## config.mk

```make
export PLATFORM = sky130hd
export DESIGN_NAME = ffr_top
export DESIGN_NICKNAME = d
export VERILOG_FILES = /design/src/pkg/ffr_pkg.sv /design/src/logic/ffr_sync.sv /design/src/logic/ffr_top.sv
export VERILOG_INCLUDE_DIRS = /design/src /design/src/pkg
export SDC_FILE = /design/constraint.sdc
export NUM_CORES = 1
export LEC_CHECK = 0
export ABC_CLOCK_PERIOD_IN_PS = 5900
export BUFFER_PORTS_ARGS = -buffer_cell sky130_fd_sc_hd__buf_2
export CORE_UTILIZATION = 29
export DETAILED_ROUTE_END_ITERATION = 10
export GPL_TIMING_DRIVEN = 0
export SLEW_MARGIN = 20
export SYNTH_ARGS = -nofsm -noshare
export SYNTH_HDL_FRONTEND = slang
export SYNTH_HIERARCHICAL = 1
export SYNTH_SLANG_ARGS = --single-unit
```

## constraint.sdc

```tcl
create_clock -name ref_clk_i -period 5.9 [get_ports ref_clk_i]
set_clock_uncertainty 0.05 [all_clocks]
set_input_delay 0.295 -clock ref_clk_i [delete_from_list [all_inputs] [get_ports ref_clk_i]]
set_output_delay 0.295 -clock ref_clk_i [all_outputs]
set_load 0.02 [all_outputs]
```

## src/pkg/ffr_params.svh

```systemverilog
// Constants, offsets and field positions for the fault flag registers
// Contract
// - Thermal flag bits 15/14 clear together
// - Resistor short flag bit 13, ack 12
// - String config resistor flag 11, ack 10
// - Mode resistor flag 9, ack 8
// - Frequency resistor flag 7, ack 6
// - Boost overcurrent flag 5, ack 4
// - Boost overvolt high flag 3, ack 2
// - Boost overvolt low flag bit 1
// - Overvolt low clear leaves pin alone; here clearing bit 1 drops irq_o when it is the only enabled flag
// - String register at 0x12, resets zero
// - Boost register at 0x10, resets zero
`ifndef FFR_PARAMS_SVH
`define FFR_PARAMS_SVH
`define FFR_ADDR_W 8
`define FFR_DATA_W 16
`define FFR_NUM_BOOST 8
`define FFR_NUM_STR 4
`define FFR_OFS_BOOST 8'h10
`define FFR_OFS_STRING 8'h12
`define FFR_OFS_STR_MASK 8'h20
`define FFR_OFS_BOOST_MASK 8'h22
`define FFR_OFS_LED_LIVE 8'h24
`define FFR_RESET_VAL 16'h0000
`define FFR_MASK_RESET 16'hFFFF
`define FFR_BIT_TSD 15
`define FFR_BIT_CURRENT_SET_RESISTOR 13
`define FFR_BIT_STRCFG 11
`define FFR_BIT_MODE 9
`define FFR_BIT_FREQ 7
`define FFR_BIT_BOCP 5
`define FFR_BIT_OVPH 3
`define FFR_BIT_OVPL 1
`define FFR_BIT_I2CERR 14
`define FFR_BIT_INVSTR 12
`define FFR_BIT_LEDF 10
`define FFR_BIT_GND 8
`define FFR_BIT_SHORT 7
`define FFR_BIT_OPEN 6
`define FFR_STR_RW_MASK 16'h7E00
`endif

```

## src/pkg/ffr_pkg.sv

```systemverilog
// Types for the fault flag registers
package ffr_pkg;
   typedef logic [15:0] ffr_word_t;
endpackage

```

## src/logic/ffr_sync.sv

```systemverilog
// Three-stage synchroniser with agreement on the last two stages
`timescale 1ns/1ps
`default_nettype none
module ffr_sync #(
   parameter int W = 1
) (
   // Clock and reset
   input wire logic clk_i,
   input wire logic rst_n_i,
   // Data
   input wire logic [W-1:0] d_i,
   output logic [W-1:0] q_o
);
   logic [W-1:0] s1;
   logic [W-1:0] s2;
   logic [W-1:0] s3;
   always_ff @(posedge clk_i or negedge rst_n_i) begin
      if (!rst_n_i) begin
         s1 <= '0;
         s2 <= '0;
         s3 <= '0;
         q_o <= '0;
      end else begin
         s1 <= d_i;
         s2 <= s1;
         s3 <= s2;
         q_o <= (s2 & s3) | (q_o & (s2 | s3));
      end
   end
endmodule // ffr_sync
`default_nettype wire

```

## src/logic/ffr_top.sv

```systemverilog
// Fault flag register bank with interrupt
`timescale 1ns/1ps
`default_nettype none
`include "ffr_params.svh"
module ffr_top (
   // Clock and reset
   input wire logic ref_clk_i,
   input wire logic arst_n_i,
   // Register port
   input wire logic [`FFR_ADDR_W-1:0] addr_i,
   input wire ffr_pkg::ffr_word_t wdata_i,
   input wire logic wr_i,
   input wire logic rd_i,
   output logic [`FFR_DATA_W-1:0] rdata_o,
   // Fault detector levels
   input wire logic [`FFR_NUM_BOOST-1:0] boost_fault_i,
   input wire logic i2c_timeout_fault_i,
   input wire logic invalid_string_fault_i,
   input wire logic led_gnd_fault_i,
   input wire logic led_short_fault_i,
   input wire logic led_open_fault_i,
   input wire logic [`FFR_NUM_STR-1:0] led_string_fault_i,
   // Interrupt
   output logic irq_o
);
   import ffr_pkg::*;

   typedef struct packed {
      logic [`FFR_NUM_BOOST-1:0] bflag;
      logic [`FFR_NUM_BOOST-1:0] back;
      logic [`FFR_NUM_BOOST-1:0] bprev;
      logic [2:0] sflag;
      logic [2:0] sack;
      logic [2:0] sprev;
      logic gnd;
      logic shrt;
      logic open;
      logic [`FFR_NUM_STR-1:0] leds;
      ffr_word_t bmask;
      ffr_word_t smask;
      ffr_word_t rdata;
      logic irq;
   } ffr_state_s;

   ffr_state_s st;
   ffr_state_s next_st;
   logic rst_a;
   logic rst_n;
   logic [`FFR_NUM_BOOST-1:0] bsync;
   logic [2:0] ssync;
   logic [2:0] ledsync;
   logic [`FFR_NUM_STR-1:0] strsync;
   ffr_word_t boost_word;
   ffr_word_t str_word;
   logic [`FFR_NUM_BOOST-1:0] brise;
   logic [2:0] srise;

   // Flag bit position of boost slot i
   function automatic int flag_pos(input int i);
      return `FFR_BIT_OVPL + 2 * i;
   endfunction

   // Register address match
   function automatic logic hit(input logic [`FFR_ADDR_W-1:0] a,
                                input logic [`FFR_ADDR_W-1:0] ofs);
      return a == ofs;
   endfunction

   // Reset release
   always_ff @(posedge ref_clk_i or negedge arst_n_i) begin
      if (!arst_n_i) begin
         rst_a <= 1'b0;
         rst_n <= 1'b0;
      end else begin
         rst_a <= 1'b1;
         rst_n <= rst_a;
      end
   end

   // Detector inputs
   ffr_sync #(.W(`FFR_NUM_BOOST)) u_sync_boost (
      .clk_i(ref_clk_i),
      .rst_n_i(rst_n),
      .d_i(boost_fault_i),
      .q_o(bsync)
   );
   ffr_sync #(.W(3)) u_sync_str (
      .clk_i(ref_clk_i),
      .rst_n_i(rst_n),
      .d_i({led_open_fault_i, invalid_string_fault_i, i2c_timeout_fault_i}),
      .q_o(ssync)
   );
   ffr_sync #(.W(3)) u_sync_led (
      .clk_i(ref_clk_i),
      .rst_n_i(rst_n),
      .d_i({led_open_fault_i, led_short_fault_i, led_gnd_fault_i}),
      .q_o(ledsync)
   );
   ffr_sync #(.W(`FFR_NUM_STR)) u_sync_leds (
      .clk_i(ref_clk_i),
      .rst_n_i(rst_n),
      .d_i(led_string_fault_i),
      .q_o(strsync)
   );

   assign brise = bsync & ~st.bprev;
   assign srise = {(ledsync[0] | ledsync[1] | ledsync[2]), ssync[1:0]} & ~st.sprev;

   // Register images
   always_comb begin
      boost_word = `FFR_RESET_VAL;
      for (int i = 0; i < `FFR_NUM_BOOST; i++) begin
         boost_word[flag_pos(i)] = st.bflag[i];
         boost_word[flag_pos(i) - 1] = st.back[i];
      end
      str_word = `FFR_RESET_VAL;
      str_word[`FFR_BIT_I2CERR] = st.sflag[0];
      str_word[`FFR_BIT_I2CERR - 1] = st.sack[0];
      str_word[`FFR_BIT_INVSTR] = st.sflag[1];
      str_word[`FFR_BIT_INVSTR - 1] = st.sack[1];
      str_word[`FFR_BIT_LEDF] = st.sflag[2];
      str_word[`FFR_BIT_LEDF - 1] = st.sack[2];
      str_word[`FFR_BIT_GND] = st.gnd;
      str_word[`FFR_BIT_SHORT] = st.shrt;
      str_word[`FFR_BIT_OPEN] = st.open;
      str_word[`FFR_NUM_STR-1:0] = st.leds;
   end

   // Next state
   always_comb begin
      logic wb;
      logic ws;
      logic [`FFR_NUM_BOOST-1:0] bclr;
      logic [2:0] sclr;
      wb = 1'b0;
      ws = 1'b0;
      bclr = '0;
      sclr = '0;
      next_st = st;
      wb = wr_i && hit(addr_i, `FFR_OFS_BOOST);
      ws = wr_i && hit(addr_i, `FFR_OFS_STRING);
      next_st.bprev = bsync;
      next_st.sprev = {(ledsync[0] | ledsync[1] | ledsync[2]), ssync[1:0]};
      for (int i = 0; i < `FFR_NUM_BOOST; i++) begin
         bclr[i] = wb && wdata_i[flag_pos(i)] && wdata_i[flag_pos(i) - 1];
         if (wb) begin
            next_st.back[i] = wdata_i[flag_pos(i) - 1] & ~bclr[i];
         end
         next_st.bflag[i] = brise[i] | (st.bflag[i] & ~bclr[i]);
      end
      sclr[0] = ws && wdata_i[`FFR_BIT_I2CERR] && wdata_i[`FFR_BIT_I2CERR - 1];
      sclr[1] = ws && wdata_i[`FFR_BIT_INVSTR] && wdata_i[`FFR_BIT_INVSTR - 1];
      sclr[2] = ws && wdata_i[`FFR_BIT_LEDF] && wdata_i[`FFR_BIT_LEDF - 1];
      if (ws) begin
         next_st.sack = {wdata_i[`FFR_BIT_LEDF - 1], wdata_i[`FFR_BIT_INVSTR - 1],
                         wdata_i[`FFR_BIT_I2CERR - 1]} & ~sclr;
      end
      next_st.sflag = srise | (st.sflag & ~sclr);
      // Detail bits clear with string flag
      next_st.gnd = ledsync[0] | (st.gnd & ~sclr[2]);
      next_st.shrt = ledsync[1] | (st.shrt & ~sclr[2]);
      next_st.open = ledsync[2] | (st.open & ~sclr[2]);
      next_st.leds = strsync | (st.leds & ~{`FFR_NUM_STR{sclr[2]}});
      if (wr_i && hit(addr_i, `FFR_OFS_BOOST_MASK)) begin
         next_st.bmask = wdata_i;
      end
      if (wr_i && hit(addr_i, `FFR_OFS_STR_MASK)) begin
         next_st.smask = wdata_i;
      end
      next_st.rdata = `FFR_RESET_VAL;
      if (rd_i) begin
         if (hit(addr_i, `FFR_OFS_BOOST)) begin
            next_st.rdata = boost_word;
         end else if (hit(addr_i, `FFR_OFS_STRING)) begin
            next_st.rdata = str_word;
         end else if (hit(addr_i, `FFR_OFS_BOOST_MASK)) begin
            next_st.rdata = st.bmask;
         end else if (hit(addr_i, `FFR_OFS_STR_MASK)) begin
            next_st.rdata = st.smask;
         end else begin
            next_st.rdata = `FFR_RESET_VAL;
         end
      end
      next_st.irq = |(next_st.bflag & st.bmask[`FFR_NUM_BOOST-1:0]) ||
                    |(next_st.sflag & st.smask[2:0]);
   end

   // State register
   always_ff @(posedge ref_clk_i or negedge rst_n) begin
      if (!rst_n) begin
         st <= '0;
         st.bmask <= `FFR_MASK_RESET;
         st.smask <= `FFR_MASK_RESET;
      end else begin
         st <= next_st;
      end
   end

   assign rdata_o = st.rdata;
   assign irq_o = st.irq;
endmodule // ffr_top
`default_nettype wire

```

==> results.yml, run 1 <==
sta:
  finalCritPeriodShare_pct: 37.8
  fin_ws_ps: 3670
  slew_headroom_pct: 51.6
  fmax_mhz: 448
  period_needed_ps: 2230
  rsz0062_at_grt: "no"
  worst_pin_slew_ps: 727
  setup_viol: 0
  maxSlewViolCount: 0
  hold_viol_final: 0
layout:
  fin_util_pct: 37.4
  area_delta_synth_final_pct: 25.2
  drive_gt1_share_pct: 38.9
  fill_cells: 1912
  fin_nets: 559
  num_antenna_cells: 0
worst_hold_path:
  hp-class: "in -> reg"
detailed_routing:
  vias_per_cell: 4.52
  drtIter0Drc: 185
  routed_wl_mm: 12.8
  vias: 3577
  ant_nets: 0
  wire_per_inst_um: 16.1
  dr.pass1.iters: 7
  drc: 0
synthesis:
  synthCells: 414
  synth_area_per_cell_um2: 14.2
  synth_nets: 459
  netlist_area_um2: 5890
  yosysWarnings: 6
die:
  die-area_um2: 20900
  core_um2: 19700
  io_pins: 62
  die_h_um: 145
  rows: 51
  die_w_um: 145
  start_util_pct: 29.9
clock_network:
  post-cts-setup-buffers: 0
  cts_made_buffers: 17
  numClockSinks: 159
  clock-root-buffer: "clkbuf_16"
  htreeDepth: 4
  path_clk_slew_ps: 60
  clk_path_buf_depth: 2
  cts-resized-gates: 0
  clkLatencyLatePin_ps: 420
  cts_tree: "built"
placed_design:
  port_buffers: 61
  hpwl_mm: 8.89
  dp_slack_ps: 3420
  place_congestion: 0.850
pwr:
  leakage_nw: 3.27
  powerDensity_nw_per_um2: 330
  vdd_drop_max_uv: 201
worst_setup_path:
  start_kind: "flip-flop"
  crit_path_max_fanout: 3
  crit_buf_inv: 0
  cp.required_ps: 6110
  cpMaxStageDelayCell: "a2111oi_0"
  end_kind: "flip-flop"
  crit_chain: "or3_1 -> nor2b_1 -> a22o_1 -> a2111oi_0 -> and3_1 -> nand4_1"
  cpLargestDelayFamily: "simple AND/OR/NAND/NOR gates"
  arrival_ps: 2440
  critPathKind: "reg -> reg"
  max_stage_delay_ps: 440
global_routing:
  grt_first_pass_wirelength_mm: 20.5
  grt_max_degree: 57
  antenna_found_initial: 1
  track_usage_pct: 13.6
  grt_remaining_overflow: 0
  first_global_vias: 3688
flow_run:
  cap_violations: 0
status:
  status: "completed"
-- metrics by stage --
step / area (µm²) / hold WS, ps / TNS (ps) / std cells / power (W)
floorplan: 5890 / -50.6 / 0 / 414 / 0.00126
finish: 7380 / 107 / 0 / 792 / 0.00244
CTS: 7380 / 86.8 / 0 / 792 / 0.00247
global placement: 6530 / 31.7 / -55640 / 740 / 0.00131
global route: 7380 / 96.3 / 0 / 792 / 0.00254
detailed placement: 6590 / 33.5 / 0 / 742 / 0.00132
-- power breakdown --
part	internal, W	leakage [nW]	switching [W]
combinational	0.0000601	1.16	0.0000583
sequential	0.00115	1.82	0.0000370
clock	0.000674	0.290	0.000454
total	0.00189	3.27	0.000549
-- per-layer routing --
| layer | part of all wire [%] | vias up | global-route usage [%] |
|---|---|---|---|
| li1 | - | 1659 | - |
| met1 | 48 | 1834 | 18.2 |
| met2 | 47 | 71 | 20.6 |
| met3 | 4.5 | 11 | 4.44 |
| met4 | 0.86 | 2 | 4.32 |
| met5 | 0.094 | - | 0 |
-- cell type report --
| cell class | instances | area, µm² | area share, % |
|---|---|---|---|
| plain buffers | 26 | 171 | 2.32 |
| clock buffers | 18 | 429 | 5.82 |
| clock inverters | 14 | 181 | 2.46 |
| inverters | 6 | 22.5 | 0.305 |
| multi-input cells | 223 | 1680 | 22.8 |
| flip-flops and latches | 159 | 4020 | 54.5 |
| well taps | 265 | 332 | 4.49 |
| repair buffers | 81 | 541 | 7.33 |
-- sequential cells by signal, indices dropped and copies added (netlist names), 8 cells and up --
signal / cells
boost_word: 16
rdata_o: 16
st: 56
u_sync_boost/q_o: 8
u_sync_boost/s1: 8
u_sync_boost/s2: 8
u_sync_boost/s3: 8
-- timing repair --
action                                  CTS  global route
hold buffers                             18             0
endpoints found under the hold margin    19             0
endpoints found under the setup margin    0             0
-- final timing paths --
kind / startpoint / end / slack, ps / depth (start not counted)
worst min register to register: u_sync_boost/s1[3]$_DFF_PN0_ / u_sync_boost/s2[3]$_DFF_PN0_ / 300 / 0
worst max register to register: u_sync_led/q_o[1]$_DFF_PN0_ / irq_o$_DFF_PN0_ / 3670 / 6
worst min-delay path: wdata_i[1] / st[34]$_DFFE_PN1P_ / 110 / 2
min in group asynchronous: arst_n_i / rst_n$_DFF_PN0_ / 140 / 2
worst max-delay path: u_sync_led/q_o[1]$_DFF_PN0_ / irq_o$_DFF_PN0_ / 3670 / 6
max in group asynchronous: rst_n$_DFF_PN0_ / st[38]$_DFFE_PN1P_ / 4410 / 2
-- cell usage in the layout (no fill, tap or decap), types with 4 or more instances in the layout --
master / instances
o221ai_1: 6
inv_1: 6
a221oi_1: 6
maj3_2: 17
a21o_1: 13
and2_1: 5
nor2_1: 6
mux2_4: 10
nand2_1: 44
nand2b_1: 4
o21ai_0: 11
nand3b_1: 10
buf_4: 16
clkbuf_16: 17
buf_2: 66
inv_6: 4
a22oi_1: 6
nor2b_1: 13
dfrtp_1: 126
dfstp_2: 32
nand4_1: 4
mux2_2: 22
a222oi_1: 8
clkbuf_1: 5
nand3_1: 13
dlygate4sd3_1: 18
a22o_1: 4
(Power assumes the default switching activity.)
==> run 2, diff against run 1 <==
ABC_AREA = 1   (was unset)
ABC_CLOCK_PERIOD_IN_PS = 1900   (was 5900)
clock period = 1.9 ns   (was 5.9 ns; I/O delays follow)
==> results.yml, run 2 <==
layout:
  num_antenna_cells: 0
  regMostFlops: "st"
  final_cell_mix: "nand2_1 (161), dfrtp_1 (126), buf_2 (70)"
  design_area_um2: 7760
  mostFrequentLayoutCell: "nand2_1"
  drive_gt1_share_pct: 24.5
  largest_reg_flops: 56
  fin_nets: 745
  area_delta_synth_final_pct: 29.5
worst_setup_path:
  end_kind: "flip-flop"
  start_kind: "input port"
  critPathKind: "in -> reg"
  arrival_ps: 1960
  cp.required_ps: 2210
  crit_path_max_fanout: 10
global_routing:
  grt_remaining_overflow: 0
  track_usage_pct: 13.4
  grt_first_pass_wirelength_mm: 21.9
  antenna_found_initial: 0
  first_global_vias: 4271
  grt_max_degree: 56
clock_network:
  numClockSinks: 159
  cts_tree: "built"
  clkLatencyLatePin_ps: 420
  clock-root-buffer: "clkbuf_16"
  cts-resized-gates: 0
  cts_made_buffers: 17
  clk_path_buf_depth: 2
  htreeDepth: 4
  path_clk_slew_ps: 60
placed_design:
  dpl_cell_area_um2: 6720
  port_buffers: 61
  dp_slack_ps: 188
  place_congestion: 0.847
  hpwl_mm: 8.79
synthesis:
  netlist_area_um2: 6000
  yosysWarnings: 6
  synth_nets: 619
  synthCells: 574
  synth_area_per_cell_um2: 10.4
sta:
  finalCritPeriodShare_pct: 86.7
  fmax_mhz: 607
  maxSlewViolCount: 0
  worst_pin_slew_ps: 740
  hold_viol_final: 0
  period_needed_ps: 1650
  slew_headroom_pct: 50.5
  fin_ws_ps: 252
  finalSetupTns_ps: 0
  rsz0062_at_grt: "no"
  setup_viol: 0
status:
  status: "completed"
flow_run:
  cap_violations: 0
worst_hold_path:
  hp-class: "in -> reg"
pwr:
  vdd_drop_max_uv: 637
  leakage_nw: 3.74
  finalPower_w: 0.00757
  powerDensity_nw_per_um2: 975
die:
  die-area_um2: 21300
  die_w_um: 146
  start_util_pct: 29.6
  core_um2: 20200
  die_h_um: 146
  rows: 52
  io_pins: 62
detailed_routing:
  dr.pass1.iters: 5
  wire_per_inst_um: 13.1
  drc: 0
  ant_nets: 0
  vias_per_cell: 4.25
  vias: 4180
  drtIter0Drc: 292
  routed_wl_mm: 12.9
==> run 2: power by group <==
part | internal [W] | switching, W
Sequential | 0.00358 | 0.0000934
Combinational | 0.000188 | 0.000242
Clock | 0.00214 | 0.00132
Total | 0.00592 | 0.00165
==> run 2: metrics by stage <==
step | instances | utilization [%] | hold slack, ps
5_1_grt | 983 | 38.4 | 62.7
3_5_place_dp | 908 | 33.2 | -168
6_report | 983 | 38.4 | 51.8
3_3_place_gp | 905 | 32.8 | -169
2_1_floorplan | 574 | - | -251
4_1_cts | 983 | 38.4 | 35.5
==> run 2: layout make-up <==
cell class / count / area [µm²]
Sequential cell: 159 / 4020
Inverter: 63 / 236
Fill cell: 1991 / 12500
Buffer: 30 / 199
Tap cell: 270 / 338
Timing Repair Buffer: 107 / 811
Clock buffer: 24 / 512
Clock inverter: 8 / 103
Multi-Input combinational cell: 322 / 1540
==> run 2: worst paths after layout <==
path / slack, ps / start / cells past startpoint / to
hold / removal: 50 / wr_i / 4 / st[53]$_DFF_PN0_
setup / recovery: 250 / addr_i[3] / 8 / boost_word[10]$_DFFE_PN0N_
min in group asynchronous: 150 / rst_n$_DFF_PN0_ / 0 / u_sync_boost/s1[0]$_DFF_PN0_
setup reg to reg: 500 / rst_n$_DFF_PN0_ / 3 / st[29]$_DFFE_PN1P_
max in group asynchronous: 500 / rst_n$_DFF_PN0_ / 3 / st[29]$_DFFE_PN1P_
hold reg to reg: 150 / rst_n$_DFF_PN0_ / 0 / u_sync_boost/s1[0]$_DFF_PN0_
==> run 2: repair_timing <==
item | CTS | global route
hold buffers | 43 | 0
hold endpoints to repair | 74 | 0
buffers inserted | 0 | 0
==> run 2: routing by layer <==
| layer | vias to the layer above | global-route usage [%] | routed length (µm) | part of all wire (%) |
|---|---|---|---|---|
| li1 | 2073 | - | - | - |
| met1 | 1968 | 16.9 | 5680 | 44 |
| met2 | 117 | 21.5 | 6250 | 48 |
| met3 | 22 | 3.67 | 730 | 5.7 |
| met4 | 0 | 6.26 | 248 | 1.9 |
| met5 | - | 0 | 0 | 0 |
==> run 2: worst max-delay path, cell delays in order <==
cell           delay [ps]
buf_2                 100
nor2_2                150
nand2_2               110
nor2_8                190
nand2_4               130
clkbuf_1              320
o31ai_1               270
dlygate4sd3_1         590
==> run 3, diff against run 2 <==
CTS_CLUSTER_DIAMETER = 100   (was unset)
SYNTH_HIERARCHICAL = unset   (was 1)
==> results.yml, run 3 <==
placed_design:
  place_congestion: 0.851
  hpwl_mm: 8.85
  place_inst: 876
  port_buffers: 60
  dp_slack_ps: 138
global_routing:
  grt_max_degree: 53
  grt_first_pass_wirelength_mm: 21.4
  grt_remaining_overflow: 0
  antenna_found_initial: 0
  track_usage_pct: 13.3
  first_global_vias: 4217
die:
  io_pins: 62
  rows: 52
  start_util_pct: 29.6
  core_um2: 20200
  die_w_um: 146
  die-area_um2: 21200
  die_h_um: 146
detailed_routing:
  vias_per_cell: 4.18
  routed_wl_mm: 12.8
  ant_nets: 0
  wire_per_inst_um: 13.5
  drtIter0Drc: 252
  vias: 3979
  dr.pass1.iters: 6
  drc: 0
pwr:
  leakage_nw: 3.62
  vdd_drop_max_uv: 619
  powerDensity_nw_per_um2: 953
  finalPower_w: 0.00735
clock_network:
  clock-root-buffer: "clkbuf_16"
  numClockSinks: 159
  post-cts-setup-buffers: 0
  clk_path_buf_depth: 2
  htreeDepth: 4
  path_clk_slew_ps: 60
  cts_tree: "built"
  cts_made_buffers: 17
  clkLatencyLatePin_ps: 420
sta:
  fmax_mhz: 578
  fin_ws_ps: 171
  hold_viol_final: 0
  rsz0062_at_grt: "no"
  finalCritPeriodShare_pct: 91.0
  setup_viol: 0
  period_needed_ps: 1730
  slew_headroom_pct: 54.5
  worst_pin_slew_ps: 680
  maxSlewViolCount: 0
  whs_ps: 130
worst_setup_path:
  cp_common_cell: "dlygate4sd3_1"
  end_kind: "flip-flop"
  cpMaxStageDelayCell: "dlygate4sd3_1"
  crit_chain: "dlygate4sd3_1 -> buf_6 -> nand2_4 -> clkbuf_2 -> o31ai_1 -> dlygate4sd3_1"
  arrival_ps: 2030
  start_kind: "input port"
  critPathKind: "in -> reg"
  crit_path_max_fanout: 10
  max_stage_delay_ps: 590
  cp.required_ps: 2210
layout:
  regMostFlops: "st"
  area_delta_synth_final_pct: 29.0
  fin_util_pct: 38.1
  final_cell_mix: "nand2_1 (146), dfrtp_1 (126), buf_2 (69)"
  fin_nets: 713
  largest_reg_flops: 56
  mostFrequentLayoutCell: "nand2_1"
  num_antenna_cells: 0
  drive_gt1_share_pct: 26.6
  finalNonFillerCells: 951
synthesis:
  synthTopCellsByArea: "dfrtp_1 (53%), dfstp_2 (14%), nand2_1 (9.2%)"
  synth_top_family_by_area: "simple AND/OR/NAND/NOR gates"
  seq_area_frac_synth_pct: 67.2
  synth_area_per_cell_um2: 11.0
  yosysTopAreaCellShare_pct: 53.1
  synth-adder-area-share_pct: 2.84
  synth_edf_count: 0
  synth_xor_area_share_pct: 0
  synthTopCellsByCount: "nand2_1 (146), dfrtp_1 (127), inv_1 (50)"
  ys_async_sr_fraction_pct: 100
  synth_mux_area_share_pct: 0
  synth_ff_type: "dfrtp_1"
  synthCells: 543
  netlist_area_um2: 5980
  synthSimpleGateAreaFrac_pct: 15.1
  synth_cell_types: 36
  synth-seq-cells: 159
  yosysTopAreaCell: "dfrtp_1"
  synth.most_common_cell: "nand2_1"
  synth_nets: 588
  synth_compound_gate_area_share_pct: 7.89
  yosysWarnings: 0
worst_hold_path:
  hp-class: "reg -> async"
status:
  status: "completed"
flow_run:
  cap_violations: 0
==> run 3: report_power, final <==
group | internal, W | total [W] | switching [W]
registers | 0.00358 | 0.00367 | 0.0000848
logic | 0.000192 | 0.000424 | 0.000232
clock network | 0.00191 | 0.00326 | 0.00135
total | 0.00568 | 0.00735 | 0.00167
==> run 3: cell type report <==
class,instances,area [µm²]
Clock buffer,20,467
Sequential cell,159,4020
Timing Repair Buffer,106,813
Inverter,54,203
Tap cell,270,338
Clock inverter,12,110
Multi-Input combinational cell,299,1550
Fill cell,1999,12500
Buffer,31,215
==> run 3: per-stage QoR <==
step / cell area (µm²) / setup TNS [ps]
final: 7710 / 0
after global routing: 7710 / 0
after CTS: 7720 / 0
after detailed placement: 6710 / 0
after global placement: 6620 / -45070
after floorplan: 5990 / 0
==> run 3: path summary, 6_finish.rpt <==
check | slack (ps) | end | startpoint | cells past startpoint
worst max-delay path | 170 | boost_word[14]$_DFFE_PN0N_ | wr_i | 6
worst min register to register | 130 | u_sync_boost.s2[6]$_DFF_PN0_ | rst_n$_DFF_PN0_ | 0
max in group asynchronous | 520 | st[18]$_DFFE_PN1P_ | rst_n$_DFF_PN0_ | 3
worst max register to register | 520 | st[18]$_DFFE_PN1P_ | rst_n$_DFF_PN0_ | 3
worst min-delay path | 130 | u_sync_boost.s2[6]$_DFF_PN0_ | rst_n$_DFF_PN0_ | 0
min in group ref_clk_i | 140 | rdata_o[8]$_DFF_PN0_ | addr_i[1] | 4
==> run 3: cells by family (layout without fill, tap and decap cells) <==
| logic type | count (synthesis) | count (layout) |
|---|---|---|
| and+or+nand+nor | 198 | 198 |
| DFF | 159 | 159 |
| buffers and inverters | 85 | 223 |
| AOI/OAI and AO/OA | 83 | 83 |
| adders and majority gates | 17 | 17 |
| other | 1 | 1 |
==> run 3: layer usage <==
metal	global-route usage, %	share of wire [%]	vias to the layer above
met3	3.32	5.0	22
li1	-	-	1977
met1	16.2	44	1886
met4	6.47	2.0	0
met2	21.9	49	94
met5	0	0	-
==> run 3: timing repair <==
item,4_1_cts,5_1_grt
setup endpoints to repair,0,6
resized for setup,0,2
hold buffers,44,0
hold endpoints to repair,74,0
==> run 3: critical path, delay by kind of cell <==
| family | cells | cell delay (ps) |
|---|---|---|
| buffers and inverters | 4 | 1570 |
| AOI/OAI and AO/OA | 1 | 240 |
| and+or+nand+nor | 1 | 120 |
